[config.mk]
export PLATFORM = sky130hd
export DESIGN_NAME = slave_event_routing
export DESIGN_NICKNAME = d
export VERILOG_FILES = /design/src/logic/slave_event_routing_pkg.sv /design/src/logic/event_publish_gate.sv /design/src/logic/event_irq_collect.sv /design/src/logic/slave_event_routing.sv
export SDC_FILE = /design/constraint.sdc
export NUM_CORES = 1
export LEC_CHECK = 0
export ABC_AREA = 1
export CORE_MARGIN = 2
export CORE_UTILIZATION = 57
export DETAILED_ROUTE_END_ITERATION = 6
export DONT_BUFFER_PORTS = 1
export GPL_TIMING_DRIVEN = 0
export PLACE_DENSITY = 0.73
export SETUP_SLACK_MARGIN = 0.4
export SLEW_MARGIN = 15
export SYNTH_ARGS = -nofsm -noshare
export SYNTH_HDL_FRONTEND = slang
export SYNTH_HIERARCHICAL = 1
export SYNTH_SLANG_ARGS = --single-unit
[constraint.sdc]
create_clock -name clk_i -period 1.3 [get_ports clk_i]
set_input_delay 0.065 -clock clk_i [delete_from_list [all_inputs] [get_ports clk_i]]
set_output_delay 0.065 -clock clk_i [all_outputs]
set_load 0.005 [all_outputs]
[src/logic/slave_event_routing_pkg.sv]
// Register map, field layout and reset values of the slave event routing block
package slave_event_routing_pkg;

	// ==========================================================
	// Register byte offsets
	localparam logic [11:0] OFS_PUB_WRITE = 12'h1E4;
	localparam logic [11:0] OFS_PUB_READ  = 12'h1E8;
	localparam logic [11:0] OFS_EVENT_TASK_SHORTCUTS    = 12'h200;
	localparam logic [11:0] OFS_IRQ_MASK  = 12'h300;
	localparam logic [11:0] OFS_STATUS    = 12'h380;

	// ==========================================================
	// Field positions and widths
	localparam int          CHAN_W        = 16;
	localparam int          PUB_EN_BIT    = 31;
	localparam int          SHORT_WR_BIT  = 13;
	localparam int          SHORT_RD_BIT  = 14;
	localparam int          NUM_EV        = 6;
	localparam int          EV_STOPPED    = 0;
	localparam int          EV_ERROR      = 1;
	localparam int          EV_RX_STARTED = 2;
	localparam int          EV_TX_STARTED = 3;
	localparam int          EV_WRITE      = 4;
	localparam int          EV_READ       = 5;

	// Word bit of each event in the enable and status layout
	localparam int          EV_BIT [NUM_EV] = '{1, 9, 19, 20, 25, 26};

	// Implemented bits; all others read as zero
	localparam logic [31:0] PUB_IMPL      = 32'h8000FFFF;
	localparam logic [31:0] EVENT_TASK_SHORTCUTS_IMPL   = 32'h00006000;
	localparam logic [31:0] IRQ_MASK_IMPL = 32'h06180202;

	// ==========================================================
	// Values after reset
	localparam logic [31:0] RST_WORD      = 32'h00000000;

	// ==========================================================
	// Byte-lane write merge, restricted to implemented bits
	function automatic logic [31:0] byte_merge(input logic [31:0] old_v,
		input logic [31:0] new_v, input logic [3:0] sel, input logic [31:0] impl);
		logic [31:0] res;
		res = old_v;
		for (int b = 0; b < 4; b++) begin
			if (sel[b]) begin
				res[8*b +: 8] = new_v[8*b +: 8];
			end
		end
		return res & impl;
	endfunction : byte_merge

	// Spread per-event flags onto the word layout
	function automatic logic [31:0] ev_to_word(input logic [NUM_EV-1:0] ev);
		logic [31:0] w;
		w = 32'h00000000;
		for (int i = 0; i < NUM_EV; i++) begin
			w[EV_BIT[i]] = ev[i];
		end
		return w;
	endfunction : ev_to_word

	// Gather per-event flags from the word layout
	function automatic logic [NUM_EV-1:0] word_to_ev(input logic [31:0] w);
		logic [NUM_EV-1:0] ev;
		ev = '0;
		for (int i = 0; i < NUM_EV; i++) begin
			ev[i] = w[EV_BIT[i]];
		end
		return ev;
	endfunction : word_to_ev

endpackage : slave_event_routing_pkg

[src/logic/event_publish_gate.sv]
// Gate that forwards one event onto an interconnect channel when enabled
`timescale 1ns/1ps
`default_nettype none
module event_publish_gate
	import slave_event_routing_pkg::*;
#(
	parameter int CH_W = CHAN_W
) (
	// Clock and reset
	input  wire logic            clk_i,
	input  wire logic            rst_i,
	// Event and configuration
	input  wire logic            event_i,
	input  wire logic            enable_i,
	input  wire logic [CH_W-1:0] chan_i,
	// Published event
	output logic                 publish_o,
	output logic      [CH_W-1:0] chan_o
);

	// ==========================================================
	// Elaboration checks
	if (CH_W < 1) begin : g_bad_width
		$error("CH_W must be at least one");
	end

	typedef struct packed {
		logic            publish;
		logic [CH_W-1:0] chan;
	} gate_t;

	gate_t st_ff;
	gate_t nxt_st;

	// Pulse follows the event by one cycle; the channel stands until the next publish
	always_comb begin
		nxt_st         = st_ff;
		nxt_st.publish = event_i & enable_i;
		if (event_i && enable_i) begin
			nxt_st.chan = chan_i;
		end
	end

	// State register
	always_ff @(posedge clk_i) begin
		if (rst_i) begin
			st_ff <= '0;
		end else begin
			st_ff <= nxt_st;
		end
	end

	assign publish_o = st_ff.publish;
	assign chan_o    = st_ff.chan;

endmodule : event_publish_gate
`default_nettype wire

[src/logic/event_irq_collect.sv]
// Sticky event status with read clear and masked interrupt request
`timescale 1ns/1ps
`default_nettype none
module event_irq_collect
	import slave_event_routing_pkg::*;
#(
	parameter int N = NUM_EV
) (
	// Clock and reset
	input  wire logic         clk_i,
	input  wire logic         rst_i,
	// Events, mask and clear
	input  wire logic [N-1:0] event_i,
	input  wire logic [N-1:0] mask_i,
	input  wire logic         clear_i,
	// Status and request
	output logic      [N-1:0] status_o,
	output logic              irq_o
);

	// ==========================================================
	// Elaboration checks
	if (N < 1) begin : g_bad_count
		$error("N must be at least one");
	end

	typedef struct packed {
		logic [N-1:0] status;
	} irq_t;

	irq_t st_ff;
	irq_t nxt_st;

	// A new event beats a clear in the same cycle so it is never lost
	always_comb begin
		nxt_st        = st_ff;
		nxt_st.status = (clear_i ? '0 : st_ff.status) | event_i;
	end

	// State register
	always_ff @(posedge clk_i) begin
		if (rst_i) begin
			st_ff <= '0;
		end else begin
			st_ff <= nxt_st;
		end
	end

	assign status_o = st_ff.status;
	assign irq_o    = |(st_ff.status & mask_i);

endmodule : event_irq_collect
`default_nettype wire

[src/logic/slave_event_routing.sv]
// Register bank routing slave events to publish channels, shortcuts and interrupt
// Notes on behaviour
// - Write-event publish register holds the channel the write event goes to.
// - Its enable bit at one forwards the write event; at zero it is suppressed.
// - A separate read-event publish register selects the read event's channel.
// - Write-to-suspend shortcut at one fires suspend on each write event.
// - Read-to-suspend shortcut at one fires suspend on each read event.
// - Stopped event raises the interrupt only while its enable bit is one.
// - Error event raises the interrupt only while its enable bit is one.
// - Receive-started event raises the interrupt only while enabled.
// - Transmit-started event raises the interrupt only while enabled.
// - Write-command event raises the interrupt only while enabled.
//
// Decided for this implementation: the Wishbone interface to the registers.
`timescale 1ns/1ps
`default_nettype none
module slave_event_routing
	import slave_event_routing_pkg::*;
#(
	parameter int CH_W = CHAN_W
) (
	// Clock and reset
	input  wire logic            clk_i,
	input  wire logic            rst_i,
	// Wishbone classic slave
	input  wire logic            cyc_i,
	input  wire logic            stb_i,
	input  wire logic            we_i,
	input  wire logic [11:0]     adr_i,
	input  wire logic [3:0]      sel_i,
	input  wire logic [31:0]     dat_i,
	output logic      [31:0]     dat_o,
	output logic                 ack_o,
	// Events from the protocol engine, one-cycle pulses
	input  wire logic            stopped_i,
	input  wire logic            error_i,
	input  wire logic            receive_sequence_started_i,
	input  wire logic            transmit_sequence_started_i,
	input  wire logic            write_cmd_i,
	input  wire logic            read_cmd_i,
	// Interconnect publishing
	output logic                 write_publish_o,
	output logic      [CH_W-1:0] write_channel_index_o,
	output logic                 read_publish_o,
	output logic      [CH_W-1:0] read_channel_index_o,
	// Task trigger and interrupt
	output logic                 suspend_o,
	output logic                 irq_o
);

	// ==========================================================
	// Elaboration checks
	if (CH_W < 1 || CH_W > CHAN_W) begin : g_bad_width
		$error("CH_W must lie between 1 and the channel field width");
	end

	// ==========================================================
	// State
	typedef struct packed {
		logic        ack;
		logic [31:0] rdata;
		logic [31:0] pub_write;
		logic [31:0] pub_read;
		logic [31:0] event_task_shortcuts;
		logic [31:0] irq_mask;
		logic        suspend;
	} bank_t;

	bank_t st_ff;
	bank_t nxt_st;

	logic              req;
	logic              hit_pub_write;
	logic              hit_pub_read;
	logic              hit_event_task_shortcuts;
	logic              hit_irq_mask;
	logic              hit_status;
	logic              status_clear;
	logic [NUM_EV-1:0] ev_vec;
	logic [NUM_EV-1:0] ev_status;
	logic [NUM_EV-1:0] ev_mask;
	logic              mask_write;
	logic              hit_mapped;

	// ==========================================================
	// Bus decode
	// A request is taken only while no answer is pending, so each access acks once
	assign req           = cyc_i & stb_i & ~st_ff.ack;
	assign hit_pub_write = adr_i[11:2] == OFS_PUB_WRITE[11:2];
	assign hit_pub_read  = adr_i[11:2] == OFS_PUB_READ[11:2];
	assign hit_event_task_shortcuts    = adr_i[11:2] == OFS_EVENT_TASK_SHORTCUTS[11:2];
	assign hit_irq_mask  = adr_i[11:2] == OFS_IRQ_MASK[11:2];
	assign hit_status    = adr_i[11:2] == OFS_STATUS[11:2];
	// Clear happens at the same edge the read data is captured
	assign status_clear  = req & ~we_i & hit_status;
	// Mask writes may lower the request on their own, so checks on it step aside
	assign mask_write    = req & we_i & hit_irq_mask;
	assign hit_mapped    = hit_pub_write | hit_pub_read | hit_event_task_shortcuts | hit_irq_mask | hit_status;

	// Events in index order
	assign ev_vec = {read_cmd_i, write_cmd_i, transmit_sequence_started_i,
		receive_sequence_started_i, error_i, stopped_i};
	assign ev_mask = word_to_ev(st_ff.irq_mask);

	// ==========================================================
	// Next-state logic
	always_comb begin
		nxt_st     = st_ff;
		nxt_st.ack = req;
		nxt_st.suspend = (write_cmd_i & st_ff.event_task_shortcuts[SHORT_WR_BIT])
			| (read_cmd_i & st_ff.event_task_shortcuts[SHORT_RD_BIT]);
		if (req && we_i) begin
			if (hit_pub_write) begin
				nxt_st.pub_write = byte_merge(st_ff.pub_write, dat_i, sel_i, PUB_IMPL);
			end
			if (hit_pub_read) begin
				nxt_st.pub_read = byte_merge(st_ff.pub_read, dat_i, sel_i, PUB_IMPL);
			end
			if (hit_event_task_shortcuts) begin
				nxt_st.event_task_shortcuts = byte_merge(st_ff.event_task_shortcuts, dat_i, sel_i, EVENT_TASK_SHORTCUTS_IMPL);
			end
			if (hit_irq_mask) begin
				nxt_st.irq_mask = byte_merge(st_ff.irq_mask, dat_i, sel_i, IRQ_MASK_IMPL);
			end
		end
		// Unmapped addresses and writes return zero; the status word is read-only
		if (req && !we_i) begin
			if (hit_pub_write) begin
				nxt_st.rdata = st_ff.pub_write;
			end else if (hit_pub_read) begin
				nxt_st.rdata = st_ff.pub_read;
			end else if (hit_event_task_shortcuts) begin
				nxt_st.rdata = st_ff.event_task_shortcuts;
			end else if (hit_irq_mask) begin
				nxt_st.rdata = st_ff.irq_mask;
			end else if (hit_status) begin
				nxt_st.rdata = ev_to_word(ev_status);
			end else begin
				nxt_st.rdata = RST_WORD;
			end
		end else if (req) begin
			nxt_st.rdata = RST_WORD;
		end
	end

	// State register
	always_ff @(posedge clk_i) begin
		if (rst_i) begin
			st_ff <= '{ack: 1'b0, rdata: RST_WORD, pub_write: RST_WORD,
				pub_read: RST_WORD, event_task_shortcuts: RST_WORD, irq_mask: RST_WORD,
				suspend: 1'b0};
		end else begin
			st_ff <= nxt_st;
		end
	end

	// ==========================================================
	// Publish gates
	// write event publish gate
	event_publish_gate #(
		.CH_W      (CH_W)
	) u_pub_write (
		.clk_i     (clk_i),
		.rst_i     (rst_i),
		.event_i   (write_cmd_i),
		.enable_i  (st_ff.pub_write[PUB_EN_BIT]),
		.chan_i    (st_ff.pub_write[CH_W-1:0]),
		.publish_o (write_publish_o),
		.chan_o    (write_channel_index_o)
	);

	event_publish_gate #(
		.CH_W      (CH_W)
	) u_pub_read (
		.clk_i     (clk_i),
		.rst_i     (rst_i),
		.event_i   (read_cmd_i),
		.enable_i  (st_ff.pub_read[PUB_EN_BIT]),
		.chan_i    (st_ff.pub_read[CH_W-1:0]),
		.publish_o (read_publish_o),
		.chan_o    (read_channel_index_o)
	);

	// ==========================================================
	// Interrupt collection
	event_irq_collect #(
		.N        (NUM_EV)
	) u_irq (
		.clk_i    (clk_i),
		.rst_i    (rst_i),
		.event_i  (ev_vec),
		.mask_i   (ev_mask),
		.clear_i  (status_clear),
		.status_o (ev_status),
		.irq_o    (irq_o)
	);

	// ==========================================================
	// Outputs
	assign ack_o     = st_ff.ack;
	assign dat_o     = st_ff.rdata;
	assign suspend_o = st_ff.suspend;
endmodule : slave_event_routing
`default_nettype wire

==> metrics.yaml <==
synthesis:
  synth-xor-area-share_pct: 0
  synth_edf_count: 0
  synth_simple_gate_area_share_pct: 30.8
  syn_inst: 658
  yosys.area.top_type_share_pct: 44.6
  synth_most_common_cell: "nand2_1"
  ys_ff_latch: 105
  synth_fa_ha_area_share_pct: 0
  synth_top_area_cell: "dfxtp_1"
  syn_area_per_cell_um2: 7.17
  yosys_warnings: 6
  ys_async_sr_fraction_pct: 0
  synthTopCellsByCount: "nand2_1 (133), nor2_1 (122), dfxtp_1 (105)"
  ys_seq_area_share_pct: 44.6
  synth_top_family_by_area: "simple AND/OR/NAND/NOR gates"
  ys.flop_type: "dfxtp_1"
  yosysUniqueCellTypes: 23
  syn-cell-area_mm2: 0.00472
  synth_mux_area_share_pct: 0
  synth_area_leaders: "dfxtp_1 (45%), nand2_1 (11%), nor2_1 (9.7%), buf_4 (5.9%), inv_1 (4.8%)"
  synth_compound_area_share_pct: 9.86
route:
  vias_per_cell: 5.50
  drt_iter0_drc: 379
  avgRoutedWirePerCell_um: 16.8
  drc: 0
  vias: 4699
  drt-total-wl_um: 14400
  dr.pass1.iters: 6
  ant_nets: 0
cts:
  clkTransAtPathRegs_ns: 0.10
  htreeDepth: 3
  cts_buffers: 9
  cts.sinks: 105
  clk_path_buf_depth: 2
  root_buffer: "clkbuf_8"
  worstSkewPairLatency_ns: 0.37
  cts_tree: "done"
place:
  globalplace.congestion: 0.872
  dp_hpwl_um: 9090
  pre_cts_slack_ns: -0.0934
  port_buffers: 0
finish:
  antenna_cells: 0
  drive_gt1_share_pct: 33.6
  synthToLayoutAreaGrowth_pct: 36.4
  nets: 804
  fillCellCount: 545
  post-route-util_pct: 79.1
setup_path:
  crit_path_end_kind: "flop"
  critPathMaxFanout: 10
  crit_arrival_ns: 1.69
  criticalPathCategory: "reg2reg"
  startpoint_type: "flop"
  crit_top_cell: "nor2_4"
  critPathLaunch: "ack_o"
  crit_chain: "nor2_4, inv_2, nor2_4, buf_4, buf_6, nand3_1, a31oi_1"
  worst_path_largest_cell_delay_ns: 0.36
  cp_top_family: "buffers and inverters"
  cpMaxStageDelayCell: "dfxtp_2"
  critPathRequiredTime_ns: 1.60
  worst-path-buf-inv: 3
  r2r_start: "ack_o"
timing:
  slew_violations: 0
  max-slew-margin-rel_pct: 53.6
  hold_slack_ns: -0.0542
  finalCriticalPeriod_ns: 1.40
  setup_viol: 41
  timing.fmax_ghz: 0.716
  layout_worst_path_cycle_share_pct: 107
  tns_ns: -1.49
  worstMarginPinSlew_ns: 0.696
  hold_violations: 2
  finClkSkew_ns: 0.00731
  layout_setup_ws_ns: -0.0962
  rsz0062_at_grt: "true"
pwr:
  swShare_pct: 22.9
  pwr_density_cell_mw_per_mm2: 958
  clkPwrFrac_pct: 40.6
  seq_power_share_pct: 52.6
  finalPower_w: 0.00616
  ir_drop_mv: 0.635
  p_switching_w: 0.00141
  comb_power_share_pct: 6.8
  leakage_nw: 2.90
  p_int_w: 0.00475
global_route:
  grt_pass1_wl_um: 21100
  antenna_found_initial: 0
  grt_pass1_vias: 4317
  gr-total-overflow: 0
  grt.total_usage_pct: 30.4
  grt_max_degree: 18
hold_path:
  min_from: "sel_i[1]"
  min_path_type: "in2reg"
die:
  num_io_pins: 128
  start_util_pct: 58.0
  die_h_um: 95.0
  die_width_um: 95.0
  dieArea_mm2: 0.00902
  core-area_mm2: 0.00813
  num_rows: 33
job:
  cap_violations: 0
status:
  violations: "hold timing, setup timing"
  outcome: "finished, violations left"
-- placed cells by master (no fill, tap or decap), types with 4 or more instances in the layout --
cell type	instances
clkbuf_16	4
clkbuf_1	7
o21ai_2	18
nor3_1	17
nand2_8	4
nor2_4	16
nand3_1	27
a21oi_1	21
o21ai_1	10
nand2_4	8
dfxtp_2	33
inv_2	8
nand4_1	19
clkbuf_8	10
a31oi_1	14
dfxtp_1	71
buf_8	5
nor3_2	4
buf_2	4
a21oi_2	14
nand2_2	19
buf_4	31
nor2_2	19
nand2_1	107
dlygate4sd3_1	32
o21ai_0	11
conb_1	11
buf_6	40
inv_1	53
nor2_1	96
-- per-stage QoR --
| step | area, um^2 | cells |
|---|---|---|
| 2_1_floorplan | 4870 | 668 |
| 3_3_place_gp | 5000 | 773 |
| 3_5_place_dp | 5000 | 773 |
| 4_1_cts | 5820 | 832 |
| 5_1_grt | 6440 | 855 |
| 6_report | 6440 | 855 |
-- flip-flops by register name, summed over array words and instances, names as in the netlist, 6 cells and up --
signal	flops
dat_o	21
ev_mask	6
st_ff	36
u_irq/status_o	6
u_pub_read/chan_o	16
u_pub_write/chan_o	16
-- final timing paths --
kind / endpoint / slack (ns) / cells past startpoint
setup / recovery: dat_o[31] / -0.1 / 7
hold / removal: st_ff[79] / -0.05 / 3
setup reg to reg: dat_o[31] / -0.1 / 7
hold reg to reg: dat_o[25] / 0.48 / 2
-- tightest hold or removal path, delay by kind of cell --
family / cells / cell delay (ns)
simple gates: 3 / 0.21
-- metal layers --
metal / part of all wire (%) / wire length, um / track usage [%] / up-vias
li1: - / - / - / 2237
met1: 40 / 5690 / 35.6 / 2209
met2: 51 / 7360 / 54.9 / 220
met3: 7.0 / 1010 / 7.42 / 33
met4: 2.4 / 340 / 8.82 / 0
met5: 0 / 0 / 0 / -
-- cell families after synthesis --
group | Yosys count
buf+inv | 126
other cells | 1
simple gates | 338
flops | 105
compound gates | 88
-- final cells by class --
class | count | area [um^2] | share of cell area [%]
Multi-Input combinational cell | 438 | 2390 | 37.2
Timing Repair Buffer | 65 | 668 | 10.4
Buffer | 61 | 587 | 9.12
Sequential cell | 105 | 2150 | 33.4
Inverter | 65 | 262 | 4.06
Clock buffer | 10 | 138 | 2.14
Clock inverter | 6 | 113 | 1.75
Tap cell | 105 | 131 | 2.04
-- power groups by stage --
stage	Combinational, W	Sequential [W]	Clock [W]
after detailed placement	0.000231	0.00332	0
after global routing	0.000450	0.00325	0.00263
after global placement	0.000228	0.00332	0
after CTS	0.000354	0.00325	0.00251
final	0.000420	0.00324	0.00250
after floorplan	0.000184	0.00331	0
-- repair_timing --
action / in CTS / in global routing
hold buffers: 29 / 5
setup endpoints to repair: 112 / 123
pin swaps: 12 / 24
endpoints found under the hold margin: 65 / 10
gates resized for setup: 69 / 121
gates cloned: 7 / 4
setup buffers: 7 / 14
Note: power is estimated with default switching activity, not from simulation.
